[src/rtl/pcsreg_regs.vh]
/*
 * Register map, field positions, reset values and write masks of the
 * PCS control and status register bank.
 * Assumes a 32-bit classic Wishbone slave with byte addresses.
 */
`ifndef PCSREG_REGS_VH
`define PCSREG_REGS_VH

// Register indices (byte address is four times the index)
`define PCSREG_IDX_ALIGN       10'h10a
`define PCSREG_IDX_BYPASS      10'h101
`define PCSREG_IDX_STATUS      10'h109
`define PCSREG_IDX_SRESET      10'h10b
`define PCSREG_IDX_CFGSRC      10'h100
`define PCSREG_IDX_IRQ_STAT    10'h120
`define PCSREG_IDX_IRQ_MASK    10'h121

// Reset values
`define PCSREG_BYPASS_RST      16'h4230
`define PCSREG_ALIGN_RST       16'h8000
`define PCSREG_SRESET_RST      16'h0000

// Writable bit masks
`define PCSREG_BYPASS_WMASK    16'h4bfc
`define PCSREG_ALIGN_WMASK     16'h9300
`define PCSREG_SRESET_WMASK    16'h00e0

// Bypass register fields
`define PCSREG_B_STAGE         14
`define PCSREG_B_ENC           11
`define PCSREG_B_TXGEAR        9
`define PCSREG_B_LOOP          8
`define PCSREG_B_LSMDIS        7
`define PCSREG_B_SIGDET        6
`define PCSREG_B_RXGEAR        5
`define PCSREG_B_CTC           4
`define PCSREG_B_DEC           3
`define PCSREG_B_WA            2

// Alignment register fields
`define PCSREG_A_LSM           15
`define PCSREG_A_SLIP          12
`define PCSREG_A_FC            9
`define PCSREG_A_ALT           8

// Soft reset fields
`define PCSREG_R_ALL           7
`define PCSREG_R_RX            6
`define PCSREG_R_TX            5

// Interrupt event bits
`define PCSREG_IRQ_W           5
`define PCSREG_I_UNDER         0
`define PCSREG_I_OVER          1
`define PCSREG_I_RXFIFO        2
`define PCSREG_I_TXFIFO        3
`define PCSREG_I_SYNC          4

`endif

[src/rtl/pcsreg_bank.v]
/*
 * PCS control and status register bank with a classic Wishbone slave.
 * Assumes the PCS datapath on the same clock drives the status inputs;
 * line synchronisation comes from another domain and is resynchronised.
 * Assumes a master that holds each request until it sees ack or err, and
 * software that leaves the link-keeping skip bits at their reset values.
 * Byte lanes 2 and 3 are ignored; every register fits in the low 16 bits.
 */
// How it works
// - Stage, Tx gearbox and Rx gearbox skip bits reset to one; keep them set.
// - Encoder skip bit 11 resets to zero; when set removes the encoder.
// - Decoder and word aligner skip bits 3 and 2 reset to zero.
// - Compensation skip bit 4 resets to one; clearing inserts compensation FIFO.
// - Loop bit 8 resets zero and loops receive data to transmit cleanly.
// - Signal detect imitation bit 6 resets zero; makes receive see a signal.
// - Status shows FIFO underrun 14, overrun 13, Rx error 12, Tx error 11.
// - Status shows aligner shift 10:7, sync 6, Rx and Tx reset pulses.
// - Status shows inserted 1, deleted 0 flags with inverses at 3 and 2.
// - Alignment enable bit 15 resets one and forces code-group alignment.
// - Word alignment mode bit 12 resets zero; one selects single slip.
// - Fibre channel bit 9 and alternative bit 8 reset zero, pick interpretation.
// - Soft reset register has full reset 7, Rx 6 and Tx 5, reset zero.
// - Source select chooses management ports (0) or the bypass and alignment registers (1).
`timescale 1ns/1ps
`include "pcsreg_regs.vh"

module pcsreg_bank (
   // Clock, reset, enable
   input  wire        clk_i,
   input  wire        rst_i,
   input  wire        ce_i,
   // Wishbone slave
   input  wire        cyc_i,
   input  wire        stb_i,
   input  wire        we_i,
   input  wire [11:0] adr_i,
   input  wire [3:0]  sel_i,
   input  wire [31:0] dat_i,
   output reg  [31:0] dat_o,
   output reg         ack_o,
   output reg         err_o,
   // Management port configuration
   input  wire [15:0] mgmt_bypass_i,
   input  wire [15:0] mgmt_align_i,
   // Datapath status
   input  wire        comp_fifo_empty_fault_i,
   input  wire        comp_fifo_full_fault_i,
   input  wire        rx_fifo_error_i,
   input  wire        tx_fifo_error_i,
   input  wire [3:0]  align_shift_i,
   input  wire        line_synchronised_i,
   input  wire        rx_reset_pulse_i,
   input  wire        tx_reset_pulse_i,
   input  wire        char_inserted_flag_i,
   input  wire        char_deleted_flag_i,
   // Datapath controls
   output reg         stage_skip_keep_set_o,
   output reg         encoder_skip_o,
   output reg         tx_gearbox_skip_o,
   output reg         receive_to_transmit_loop_o,
   output reg         line_state_disable_o,
   output reg         signal_detect_force_o,
   output reg         rx_gearbox_skip_o,
   output reg         comp_skip_o,
   output reg         decoder_skip_o,
   output reg         word_aligner_skip_o,
   output reg         code_group_align_o,
   output reg         single_slip_select_o,
   output reg         fibre_channel_interpretation_o,
   output reg         alt_data_interpretation_o,
   output reg         pcs_rx_reset_o,
   output reg         pcs_tx_reset_o,
   // Interrupt
   output reg         irq_o
);

   ////////////////////////////////////////////////////////////////////////////
   // Functions

   // Merge write data into a 16-bit register under byte lanes and a mask
   function [15:0] merge16;
      input [15:0] old;
      input [15:0] wdat;
      input [1:0]  lanes;
      input [15:0] wmask;
      reg   [15:0] lm;
      begin
         lm = {{8{lanes[1]}}, {8{lanes[0]}}} & wmask;
         merge16 = (old & ~lm) | (wdat & lm);
      end
   endfunction

   // Strobe for one register: a taken write at that index with a live lane
   function wr_hit;
      input       wr_now;
      input [9:0] at;
      input [9:0] want;
      input       lane;
      begin
         wr_hit = wr_now & (at == want) & lane;
      end
   endfunction

   // A section is held in reset by its own bit or by the full reset bit
   function section_reset;
      input [15:0] rst_bits;
      input        own_bit;
      begin
         section_reset = rst_bits[`PCSREG_R_ALL] | own_bit;
      end
   endfunction

   ////////////////////////////////////////////////////////////////////////////
   // Registers and decode

   reg  [15:0] bypass_q;
   reg  [15:0] align_q;
   reg  [15:0] sreset_q;
   reg         cfg_src_q;
   reg  [`PCSREG_IRQ_W-1:0] irq_stat_q;
   reg  [`PCSREG_IRQ_W-1:0] irq_mask_q;
   reg         sync_meta_q;
   reg         sync_q;
   reg         sync_prev_q;
   reg  [15:0] status_q;
   reg  [15:0] eff_bypass_d;
   reg  [15:0] eff_align_d;
   reg  [31:0] rdata_d;
   reg         hit_d;
   wire        req;
   wire        wr;
   wire [9:0]  idx;
   wire [`PCSREG_IRQ_W-1:0] events;
   // Per-register write strobes and next interrupt state
   wire        sync_rise;
   wire        wr_bypass;
   wire        wr_align;
   wire        wr_sreset;
   wire        wr_cfgsrc;
   wire        wr_irq_stat;
   wire        wr_irq_mask;
   reg  [`PCSREG_IRQ_W-1:0] irq_stat_d;
   reg  [`PCSREG_IRQ_W-1:0] irq_mask_d;

   // New request only while no ack is out, so each access answers once
   assign req = cyc_i & stb_i & ~ack_o & ~err_o;
   assign wr  = req & we_i & hit_d;
   assign idx = adr_i[11:2];

   // One write strobe per register; the source select and interrupt registers need lane 0
   assign wr_bypass   = wr_hit(wr, idx, `PCSREG_IDX_BYPASS, 1'b1);
   assign wr_align    = wr_hit(wr, idx, `PCSREG_IDX_ALIGN, 1'b1);
   assign wr_sreset   = wr_hit(wr, idx, `PCSREG_IDX_SRESET, 1'b1);
   assign wr_cfgsrc   = wr_hit(wr, idx, `PCSREG_IDX_CFGSRC, sel_i[0]);
   assign wr_irq_stat = wr_hit(wr, idx, `PCSREG_IDX_IRQ_STAT, sel_i[0]);
   assign wr_irq_mask = wr_hit(wr, idx, `PCSREG_IDX_IRQ_MASK, sel_i[0]);

   ////////////////////////////////////////////////////////////////////////////
   // Line sync crosses domains: two flops before any reader
   // The first flop may go metastable; only the second one is read, by the
   // status snapshot and by the sync edge detector

   always @(posedge clk_i) begin
      if (rst_i) begin
         sync_meta_q <= 1'b0;
         sync_q      <= 1'b0;
      end else if (ce_i) begin
         sync_meta_q <= line_synchronised_i;
         sync_q      <= sync_meta_q;
      end
   end

   // Status snapshot; inverses come from the same sampled flags
   // One cycle of latency for the levels, three for line sync; software sees
   // a recent sample, never the value of this very cycle
   always @(posedge clk_i) begin
      if (rst_i) begin
         status_q <= 16'h000c;
      end else if (ce_i) begin
         status_q <= {1'b0, comp_fifo_empty_fault_i, comp_fifo_full_fault_i,
                      rx_fifo_error_i, tx_fifo_error_i,
                      align_shift_i, sync_q,
                      rx_reset_pulse_i, tx_reset_pulse_i,
                      ~char_inserted_flag_i, ~char_deleted_flag_i,
                      char_inserted_flag_i, char_deleted_flag_i};
      end
   end

   ////////////////////////////////////////////////////////////////////////////
   // Read decode

   // Unmapped indices answer with err and read zero; reserved bits of the
   // mapped registers are already zero in the stored value, since the write
   // masks never let a one into them
   always @* begin
      hit_d   = 1'b1;
      rdata_d = 32'h0000_0000;
      case (idx)
         `PCSREG_IDX_BYPASS:   rdata_d = {16'h0000, bypass_q};
         `PCSREG_IDX_STATUS:   rdata_d = {16'h0000, status_q};
         `PCSREG_IDX_ALIGN:    rdata_d = {16'h0000, align_q};
         `PCSREG_IDX_SRESET:   rdata_d = {16'h0000, sreset_q};
         `PCSREG_IDX_CFGSRC:   rdata_d = {31'h0, cfg_src_q};
         `PCSREG_IDX_IRQ_STAT: rdata_d = {27'h0, irq_stat_q};
         `PCSREG_IDX_IRQ_MASK: rdata_d = {27'h0, irq_mask_q};
         default:              hit_d   = 1'b0;
      endcase
   end

   // One-wait answer: ack or err one edge after the request is seen
   // A write lands at the taking edge, so a read right behind it sees it
   always @(posedge clk_i) begin
      if (rst_i) begin
         ack_o <= 1'b0;
         err_o <= 1'b0;
         dat_o <= 32'h0000_0000;
      end else if (ce_i) begin
         ack_o <= req & hit_d;
         err_o <= req & ~hit_d;
         dat_o <= (req & hit_d & ~we_i) ? rdata_d : 32'h0000_0000;
      end
   end

   ////////////////////////////////////////////////////////////////////////////
   // Control registers; masks keep reserved bits at zero

   // Bypass register: the link-keeping skip bits come out of reset set
   always @(posedge clk_i) begin
      if (rst_i) begin
         bypass_q <= `PCSREG_BYPASS_RST;
      end else if (ce_i && wr_bypass) begin
         bypass_q <= merge16(bypass_q, dat_i[15:0], sel_i[1:0],
                             `PCSREG_BYPASS_WMASK);
      end
   end

   // Alignment register: code-group alignment enabled out of reset
   always @(posedge clk_i) begin
      if (rst_i) begin
         align_q <= `PCSREG_ALIGN_RST;
      end else if (ce_i && wr_align) begin
         align_q <= merge16(align_q, dat_i[15:0], sel_i[1:0],
                            `PCSREG_ALIGN_WMASK);
      end
   end

   // Soft reset register: both sections run out of reset
   always @(posedge clk_i) begin
      if (rst_i) begin
         sreset_q <= `PCSREG_SRESET_RST;
      end else if (ce_i && wr_sreset) begin
         sreset_q <= merge16(sreset_q, dat_i[15:0], sel_i[1:0],
                             `PCSREG_SRESET_WMASK);
      end
   end

   // Source select: management ports until software claims the controls
   always @(posedge clk_i) begin
      if (rst_i) begin
         cfg_src_q <= 1'b0;
      end else if (ce_i && wr_cfgsrc) begin
         cfg_src_q <= dat_i[0];
      end
   end

   ////////////////////////////////////////////////////////////////////////////
   // Interrupt status: sticky, write one to clear, set beats clear

   // Only the rising edge of line sync is an event; the FIFO faults are levels
   // and keep their bit set for as long as they last
   assign sync_rise = sync_q & ~sync_prev_q;
   assign events    = {sync_rise, tx_fifo_error_i, rx_fifo_error_i,
                       comp_fifo_full_fault_i, comp_fifo_empty_fault_i};

   // Next status and mask; events are or-ed in after the clear so that an
   // event in the same cycle as its clear still lands
   always @* begin
      irq_stat_d = irq_stat_q;
      irq_mask_d = irq_mask_q;
      if (wr_irq_stat)
         irq_stat_d = irq_stat_q & ~dat_i[`PCSREG_IRQ_W-1:0];
      irq_stat_d = irq_stat_d | events;
      if (wr_irq_mask)
         irq_mask_d = dat_i[`PCSREG_IRQ_W-1:0];
   end

   // The level is taken from the next state, so a clear or a mask write
   // drops it at once instead of one cycle late
   always @(posedge clk_i) begin
      if (rst_i) begin
         irq_stat_q  <= {`PCSREG_IRQ_W{1'b0}};
         irq_mask_q  <= {`PCSREG_IRQ_W{1'b0}};
         sync_prev_q <= 1'b0;
         irq_o       <= 1'b0;
      end else if (ce_i) begin
         sync_prev_q <= sync_q;
         irq_stat_q  <= irq_stat_d;
         irq_mask_q  <= irq_mask_d;
         irq_o       <= |(irq_stat_d & irq_mask_d);
      end
   end

   ////////////////////////////////////////////////////////////////////////////
   // Source select between management ports and registers

   // Software owns the bypass and alignment controls only once it sets the source bit; until then
   // the management ports drive them, so early writes to those two registers are harmless
   always @* begin
      eff_bypass_d = cfg_src_q ? bypass_q : mgmt_bypass_i;
      eff_align_d  = cfg_src_q ? align_q  : mgmt_align_i;
   end

   // Drive datapath controls from flops; the loop select changes only here,
   // so the datapath sees one clean edge per change
   always @(posedge clk_i) begin
      if (rst_i) begin
         stage_skip_keep_set_o          <= 1'b1;
         encoder_skip_o                 <= 1'b0;
         tx_gearbox_skip_o              <= 1'b1;
         receive_to_transmit_loop_o     <= 1'b0;
         line_state_disable_o           <= 1'b0;
         signal_detect_force_o          <= 1'b0;
         rx_gearbox_skip_o              <= 1'b1;
         comp_skip_o                    <= 1'b1;
         decoder_skip_o                 <= 1'b0;
         word_aligner_skip_o            <= 1'b0;
      end else if (ce_i) begin
         stage_skip_keep_set_o          <= eff_bypass_d[`PCSREG_B_STAGE];
         encoder_skip_o                 <= eff_bypass_d[`PCSREG_B_ENC];
         tx_gearbox_skip_o              <= eff_bypass_d[`PCSREG_B_TXGEAR];
         receive_to_transmit_loop_o     <= eff_bypass_d[`PCSREG_B_LOOP];
         line_state_disable_o           <= eff_bypass_d[`PCSREG_B_LSMDIS];
         signal_detect_force_o          <= eff_bypass_d[`PCSREG_B_SIGDET];
         rx_gearbox_skip_o              <= eff_bypass_d[`PCSREG_B_RXGEAR];
         comp_skip_o                    <= eff_bypass_d[`PCSREG_B_CTC];
         decoder_skip_o                 <= eff_bypass_d[`PCSREG_B_DEC];
         word_aligner_skip_o            <= eff_bypass_d[`PCSREG_B_WA];
      end
   end

   // Alignment and interpretation modes follow the effective alignment word
   always @(posedge clk_i) begin
      if (rst_i) begin
         code_group_align_o             <= 1'b1;
         single_slip_select_o           <= 1'b0;
         fibre_channel_interpretation_o <= 1'b0;
         alt_data_interpretation_o      <= 1'b0;
      end else if (ce_i) begin
         // Enable forces alignment whatever disable and fibre mode say
         code_group_align_o             <= eff_align_d[`PCSREG_A_LSM] |
                                           (~eff_bypass_d[`PCSREG_B_LSMDIS] &
                                            ~eff_align_d[`PCSREG_A_FC]);
         single_slip_select_o           <= eff_align_d[`PCSREG_A_SLIP];
         fibre_channel_interpretation_o <= eff_align_d[`PCSREG_A_FC];
         alt_data_interpretation_o      <= eff_align_d[`PCSREG_A_ALT];
      end
   end

   // Section resets are levels, held for as long as a bit reads one
   always @(posedge clk_i) begin
      if (rst_i) begin
         pcs_rx_reset_o <= 1'b0;
         pcs_tx_reset_o <= 1'b0;
      end else if (ce_i) begin
         pcs_rx_reset_o <= section_reset(sreset_q, sreset_q[`PCSREG_R_RX]);
         pcs_tx_reset_o <= section_reset(sreset_q, sreset_q[`PCSREG_R_TX]);
      end
   end

endmodule

[config.mk]
export PLATFORM = sky130hd
export DESIGN_NAME = pcsreg_bank
export DESIGN_NICKNAME = d
export VERILOG_FILES = /design/src/rtl/pcsreg_bank.v
export VERILOG_INCLUDE_DIRS = /design/src /design/src/rtl
export SDC_FILE = /design/constraint.sdc
export NUM_CORES = 1
export LEC_CHECK = 0
export BUFFER_PORTS_ARGS = -buffer_cell sky130_fd_sc_hd__buf_4
export CORE_MARGIN = 2
export CORE_UTILIZATION = 48
export CTS_BUF_LIST = sky130_fd_sc_hd__clkbuf_4 sky130_fd_sc_hd__clkbuf_8 sky130_fd_sc_hd__clkbuf_16
export DETAILED_ROUTE_END_ITERATION = 6
export GPL_ROUTABILITY_DRIVEN = 1
export PLACE_DENSITY = 0.79
export SETUP_SLACK_MARGIN = 0.02
export SLEW_MARGIN = 30
export SYNTH_ARGS = -nofsm -noshare
export SYNTH_HDL_FRONTEND = slang
export SYNTH_SLANG_ARGS = --single-unit
[constraint.sdc]
create_clock -name clk_i -period 2.6 [get_ports clk_i]
set_clock_uncertainty 0.2 [all_clocks]
set_input_delay 0.39 -clock clk_i [delete_from_list [all_inputs] [get_ports clk_i]]
set_output_delay 0.39 -clock clk_i [all_outputs]
set_load 0.02 [all_outputs]
## Word-level counts from Yosys, hierarchy flattened

Index checks and enable logic that the tools add are counted.

| word-level totals | value |
|---|---|
| register bits | 128 |
| word-level logic and storage cells | 97 |
| output and inout bits | 51 |
| bits of input ports | 99 |

| operators by class | value |
|---|---|
| bitwise operators | 47 |
| muxes and demuxes | 7 |
| reductions and logical operators | 6 |
| equality and inequality tests | 7 |

Operator list:

| cell | count |
|---|---|
| $pmux W16 S7 | 1 |
| $eq A10 B9 Y1 const B | 7 |
| $and A16 B16 Y16 | 4 |
| $or A16 B16 Y16 | 3 |
| $mux W32 | 1 |
| $and A1 B1 Y1 | 19 |
| $and A16 B15 Y16 | 1 |
| $and A16 B8 Y16 | 1 |
| $mux W16 | 1 |
| $not A15 Y16 | 1 |
| $not A16 Y16 | 1 |
| $not A8 Y16 | 1 |
| $mux W15 | 1 |
| $and A5 B5 Y5 | 2 |
| $mux W5 | 2 |
| $not A1 Y1 | 9 |
| $reduce_or A7 Y1 | 1 |
| $not A5 Y5 | 1 |
| $or A5 B5 Y5 | 1 |
| $reduce_or A5 Y1 | 1 |
| $logic_and A1 B1 Y1 | 4 |
| $or A1 B1 Y1 | 3 |
| $mux W1 | 1 |

## Depth between registers and ports, before layout

Gate-level depths: netlist of run 1.

| depth | value |
|---|---|
| depth in word-level cells | 11 |
| mapped depth | 8 |
| depth with buffers taken out | 6 |

## Worst setup path before layout of run 1

Ideal clock, no wire load.

| path | value |
|---|---|
| kind | input to register |
| start point | in adr_i[9] |
| end point | reg (tool-made name) |
| buffers on the path | 0 |
| library setup time | 120 ps |
| slack | 166 ps |
| cell stages on the path | 6 |
| arrival | 2114 ps |
| cells stage by stage | or3_4 -> a2111oi_4 -> nand3_4 -> nor3_4 -> nor2b_1 -> a211o_1 |

RTL lines:

| element | line | text |
|---|---|---|
| start, declared | pcsreg_bank.v:36 | `input wire [11:0] adr_i,` |

## Final worst setup path of run 1

| path | value |
|---|---|
| start point | in adr_i[9] |
| end point | reg cfg_src_q |

| between the ends | value |
|---|---|
| word-level cells in the longest chain between the ends | 7 |

RTL lines:

| element | line | text |
|---|---|---|
| $eq A10 B9 Y1 (on tied branches) | pcsreg_bank.v:198, pcsreg_bank.v:100 |  |
| $reduce_or A7 Y1 (no line) | - |  |
| $mux W1 | pcsreg_bank.v:198 | `case (idx)` |
| $and A1 B1 Y1 | pcsreg_bank.v:147 | `assign wr = req & we_i & hit_d;` |
| $and A1 B1 Y1 (*) (2 in a row) | pcsreg_bank.v:100 | `wr_hit = wr_now & (at == want) & lane;` |
| $logic_and A1 B1 Y1 (*) | pcsreg_bank.v:261 | `end else if (ce_i && wr_cfgsrc) begin` |
| end signal, assigned | pcsreg_bank.v:262 | `cfg_src_q <= dat_i[0];` |
| end, declared | pcsreg_bank.v:119 | `reg cfg_src_q;` |

Mark *: on every way between the ends. The rest lies on a longest branch, timed or not.
A chain may end at the register's enable or synchronous reset.

==> parameters.txt, run 1 <==
Parameter                              Value

Status
  Run status    finished clean

Power and ir drop
  Pwr/cell area    549 nW/µm²
  LEAKAGE    between 0.0015 and 0.002 µW
  Worst IR drop on VDD    0.427 mV

Floorplanning
  Number of standard-cell rows in the floorplan    32
  Horiz. Die Dim    ~92 µm
  Area of the die    between 8000 and 9000 µm²
  Top-level I/O count    150
  Vertical die dimension    between 90 and 100 µm
  Placeable core area    about 7600 µm²
  Starting density of the core    between 40% and 50%

Synthesis
  Register bit total from synthesis    80
  Most common cell in the netlist    sky130_fd_sc_hd__dfxtp_1
  Average footprint of a synthesized cell    just over 9 µm²
  Cell area after technology mapping    3730 µm²
  Cell type contributing the most total cell area after synthesis    sky130_fd_sc_hd__dfxtp_1
  Netlist cell types    47
  Share of flip-flops with an asynchronous set or reset after synthesis    0%
  Leading post-synthesis cells by cell area    sky130_fd_sc_hd__dfxtp_1, sky130_fd_sc_hd__mux2i_1, sky130_fd_sc_hd__nor2_1
  Number of warnings issued by yosys    0
  Mapped Cells    between 400 and 500
  Primary FF master, synth    sky130_fd_sc_hd__dfxtp_1
  Seq/Total Area, Yosys    between 40% and 50%
  Count of flip-flops with a built-in enable after synthesis    0
  Area share of the largest cell type after synthesis    a little over two fifths
  Synth cell count leaders    sky130_fd_sc_hd__dfxtp_1, sky130_fd_sc_hd__nor2_1, sky130_fd_sc_hd__mux2i_1

Setup path
  Signal arrival time at the worst endpoint    roughly 2300 ps
  Required time worst endpoint    2620 ps
  Critical Path Sink Type    flip-flop
  Worst Path Class, Setup    in2reg
  Critical Path Source Type    input pin
  Max Fanout on Critical Path    5

Placed design
  Worst slack at placement    -75.6 ps
  Number of buffers inserted by port buffering    93
  HPWL reported at the end of detailed placement    7080 µm
  Routability congestion estimate from global placement    roughly 0.92

Route
  Post-Route WL    9960 µm
  Via density per instance    between 5 and 6
  Antenna-violating nets left    0
  Number of detailed-routing iterations run before antenna repair    5
  Via total after detailed routing    around 3400
  Number of DRC markers after the initial detailed-route iteration    197
  DRC errors left    0
  WL/cell    16.1 µm

Clock network
  Total number of clock tree sinks    80
  Skew-Pair Late Insertion Delay    between 300 and 400 ps
  Post_cts resized    0
  Clock-pin transition on the worst setup and hold timing paths    80 ps
  Number of levels in the clock H-tree    3
  Clock tree from TritonCTS    built
  Clock Tree Root    sky130_fd_sc_hd__clkbuf_8
  Buffers from clock root to sink, at most    2
  Number of buffers created by CTS    9
  Quantity of hold-fixing buffers added after cts    0
  # Post-CTS Setup Buffers    0

Finish
  Final Util    63.8%
  Number of nets in the final layout    around 610
  Fraction of final layout cells sized beyond drive strength 1    approximately 28%
  # diodes    0
  Fillers    a little under 700
  Area occupied by multi-input gates    between 1500 and 2000 µm²
  Layout overhead on the synthesized area    30.1%
  Register area    roughly 1600 µm²

Hold path
  Worst min-delay path category    in2reg

Run
  Max_cap viols    0

STA
  Worst Setup Slack, final    307 ps
  Final Setup Violations    0
  Period utilisation layout    88.2%
  Maximum achievable frequency    0.436 GHz
  Minimum clock period after layout    around 2300 ps
  Number of hold-slack violations in the final timing report    0
  Headroom to the max-slew limit    approximately 59%
  Tightest Pin Transition    between 600 and 700 ps
  Unrepaired setup endpoints after global routing    no
  Final count of pins violating max slew    0

Global routing
  Wire length of the first global-routing pass    about 16000 µm
  Number of global-route vias before repair    around 3300
  Antenna violations before repair    0
  Largest net degree at the start of global routing    61
  Sum of overflow across all layers after global routing    0
  GR Util All Layers    23.8%
metrics by stage:
stage	total power (µW)	instances	TNS, ps	cell area (µm²)	hold WS [ps]
after global placement	1600	603	0	4610	250
after floorplan	1480	427	0	3790	241
after CTS	2670	619	0	4850	39.6
after detailed placement	1610	603	-82.9	4610	260
final	2660	619	0	4850	50.7
after global routing	2750	619	0	4850	47.0
report_power, final:
group | internal (µW) | total, µW | switching (µW)
clock | 622 | 1080 | 454
combinational | 134 | 302 | 168
sequential | 1260 | 1280 | 22.2
total | 2020 | 2660 | 645
critical path, stage by stage:
cell and delay [ps]:
sky130_fd_sc_hd__buf_4 110, sky130_fd_sc_hd__or3_4 410, sky130_fd_sc_hd__a2111oi_4 430, sky130_fd_sc_hd__nand3_4 200
sky130_fd_sc_hd__buf_4 190, sky130_fd_sc_hd__nor3_1 280, sky130_fd_sc_hd__mux2i_1 240, sky130_fd_sc_hd__nor2_1 50
cell families (layout without fill, tap and decap cells):
group                  Yosys count  in the layout  share of synthesized area (%)
and+or+nand+nor                160            160                           22.2
DFF                             80             80                           42.9
other                            1             16                          0.101
AOI/OAI and AO/OA               82             82                           16.3
muxes                           46             46                           12.4
buffers and inverters           43            133                           6.04
layout by cell type (no fill, tap or decap), drive strengths merged, types with 3 or more instances in the layout:
master,synthesis,routed
a211o,10,10
a211oi,10,10
a21oi,20,20
a221o,3,3
a222oi,5,5
a22o,3,3
a22oi,11,11
a32oi,5,5
and2,4,4
buf,21,116
clkbuf,21,12
conb,1,16
dfxtp,80,80
mux2i,44,44
nand2,35,35
nand2b,10,10
nand3,9,9
nor2,68,68
nor2b,9,9
nor3,9,9
nor4b,3,3
o21ai,7,7
o22ai,3,3
area by class of cell:
type | count | share of cell area [%]
Clock inverter | 4 | 1.52
Clock buffer | 12 | 3.40
Multi-Input combinational cell | 304 | 40.4
Tap cell | 102 | 2.63
Sequential cell | 80 | 33.0
Timing Repair Buffer | 116 | 19.0
Inverter | 1 | 0.0774
metal layers:
metal	vias up	track usage [%]	share of wire [%]
met5	-	0	0
met4	0	7.09	1.1
met3	13	5.26	7.3
met2	135	40.0	48
met1	1592	30.6	43
li1	1639	-	-
worst paths after layout:
check / slack (ps) / end / cells past startpoint / from
setup / recovery: 310 / cfg_src_q / 8 / adr_i[9]
hold / removal: 50 / flip-flop / 2 / dat_i[14]
setup reg to reg: 510 / irq_o / 6 / ack_o
hold reg to reg: 270 / dat_o[7] / 2 / dat_o[7]
No activity file was read; power rests on OpenSTA's default activity.
==> run 2, diff against run 1 <==
--- a/config.mk
+++ b/config.mk
@@ -12,6 +12,7 @@
 export CTS_BUF_LIST = sky130_fd_sc_hd__clkbuf_4 sky130_fd_sc_hd__clkbuf_8 sky130_fd_sc_hd__clkbuf_16
 export DETAILED_ROUTE_END_ITERATION = 6
 export GPL_ROUTABILITY_DRIVEN = 1
+export GPL_TIMING_DRIVEN = 0
 export PLACE_DENSITY = 0.79
 export SETUP_SLACK_MARGIN = 0.02
 export SLEW_MARGIN = 30
==> run 2 against run 1 <==
Net effect: via count increased by 3.2%; flip-flop and latch count unchanged; clock power decreased by 19%; sequential power about the same; global-route usage increased by 1.8 points; non-clock buffer count increased by 16; critical path type unchanged; largest cell class unchanged; largest power group unchanged.
==> parameters.txt, run 2 (synthesis gave the netlist of run 1 again) <==
Parameter                              Value

Setup path
  Required time worst endpoint    about 2600 ps
  Setup slack of the most critical reg-to-reg path    220 ps
  FF-to-FF Start    ack_o
  Signal arrival time at the worst endpoint    2540 ps
  Critical register-to-register path endpoint    irq_o
  Critical path's largest stage delay    between 500 and 600 ps
  Category of cells accounting for the largest share of critical-path delay    simple AND/OR/NAND/NOR gates
  Max Fanout on Critical Path    10
  Number of buffers and inverters on the critical path    2
  Critical Path Sink Type    flip-flop
  Worst Path Class, Setup    in2reg
  R2R depth    6
  Max stage delay cell, worst path    sky130_fd_sc_hd__nor4b_1
  Critical Path Source Type    input pin
  Critical Path, Cell by Cell    buf_4, nor4b_1, and4_1, clkbuf_1, mux2i_1, o22ai_1, o31a_1

Power and ir drop
  Pwr/cell area    between 500 and 600 nW/µm²
  Worst IR drop on VDD    between 0.3 and 0.4 mV
  LEAKAGE    around 0.0019 µW
  Total power draw    approximately 2500 µW

STA
  Number of hold-slack violations in the final timing report    0
  Maximum achievable frequency    approximately 0.4 GHz
  Headroom to the max-slew limit    ~36%
  Minimum clock period after layout    roughly 2500 ps
  Unrepaired setup endpoints after global routing    no
  Period utilisation layout    a little over nine tenths
  Worst Setup Slack, final    ~110 ps
  Tightest Pin Transition    958 ps
  Total Neg Setup Slack    0 ps
  Final Setup Violations    0
  Final count of pins violating max slew    0

Floorplanning
  Number of standard-cell rows in the floorplan    32
  Area of the die    about 8500 µm²
  Horiz. Die Dim    roughly 90 µm
  Placeable core area    ~7600 µm²
  Top-level I/O count    150
  Starting density of the core    about half
  Vertical die dimension    92.2 µm

Global routing
  Wire length of the first global-routing pass    around 17000 µm
  GR Util All Layers    about a quarter
  Sum of overflow across all layers after global routing    0
  Number of global-route vias before repair    3274
  Antenna violations before repair    0
  Largest net degree at the start of global routing    13

Clock network
  Number of levels in the clock H-tree    3
  Clock tree from TritonCTS    built
  Quantity of hold-fixing buffers added after cts    0
  Post_cts resized    0
  Number of buffers created by CTS    9
  Buffers from clock root to sink, at most    2
  Clock Tree Root    sky130_fd_sc_hd__clkbuf_8
  # Post-CTS Setup Buffers    0
  Clock-pin transition on the worst setup and hold timing paths    approximately 80 ps
  Skew-Pair Late Insertion Delay    350 ps
  Total number of clock tree sinks    80

Finish
  Final std cells w/o fill    between 600 and 700
  Layout overhead on the synthesized area    28.3%
  # diodes    0
  Register area    between 1500 and 2000 µm²
  Final Util    between 60% and 70%
  Commonest cells after routing, fill and taps aside    sky130_fd_sc_hd__buf_4, sky130_fd_sc_hd__dfxtp_1, sky130_fd_sc_hd__nor2_1
  Number of nets in the final layout    627
  Area occupied by multi-input gates    just under 2000 µm²
  Most frequent standard cell in the layout excluding fill and tap cells    sky130_fd_sc_hd__buf_4
  Fraction of final layout cells sized beyond drive strength 1    about a quarter
  Fillers    around 680

Placed design
  Number of buffers inserted by port buffering    90
  Worst slack at placement    -298 ps
  Placed cell count    a little over 600
  HPWL reported at the end of detailed placement    approximately 8000 µm
  Routability congestion estimate from global placement    just over 0.9

Route
  DRC errors left    0
  Via density per instance    5.50
  Via total after detailed routing    ~3500
  Post-Route WL    approximately 11000 µm
  Number of detailed-routing iterations run before antenna repair    5
  Antenna-violating nets left    0
  Number of DRC markers after the initial detailed-route iteration    around 240
  WL/cell    around 17 µm

Hold path
  Start point of the worst min-delay path    dat_i[14]
  Worst min-delay path category    in2reg
  Worst hold path cell count    2

Run
  Max_cap viols    0

Status
  Run status    finished clean
## run 2: worst register-to-register path, delay by kind of cell (launching register included)
kind / cells / cell delay (ps)
buffers and inverters: 1 / 450
flip-flops: 1 / 330
multiplexers: 1 / 260
AND/OR/NAND/NOR: 2 / 630
AO/OA/AOI/OAI: 2 / 400
## run 2: worst max path at each step
stage               slack, ps         to  startpoint  cells after the start
global placement         -270   dat_o[7]    adr_i[9]                      8
global route               10   dat_o[0]    adr_i[3]                      8
CTS                        50   dat_o[7]    adr_i[9]                      8
finish                    110      irq_o    adr_i[9]                      7
detailed placement       -300   dat_o[7]    adr_i[9]                      8
floorplan                 170  flip-flop    adr_i[9]                      6
## run 2: metal layers
metal	track usage, %	up-vias	wire length, µm
li1	-	1670	-
met1	32.8	1630	4640
met2	40.5	166	4990
met3	6.82	22	932
met4	10.9	0	216
met5	0	-	0
## run 2: where the power goes
group | internal [µW] | switching (µW)
Combinational | 144 | 183
Sequential | 1260 | 22.7
Clock | 432 | 442
Total | 1840 | 648
## run 2: cell type report
class,instances,share of cell area (%)
inverters,1,0.0784
plain buffers,42,4.68
clock inverters,2,0.288
flip-flops and latches,80,33.5
repair buffers,90,14.1
multi-input cells,304,41.1
well taps,102,2.67
clock buffers,13,3.61
## run 2: metrics by stage
step / instance area, µm² / hold slack [ps]
after floorplan: 3790 / 241
after global placement: 4590 / 248
after detailed placement: 4590 / 254
after CTS: 4780 / 46.6
after global routing: 4790 / 44.0
final: 4790 / 46.0
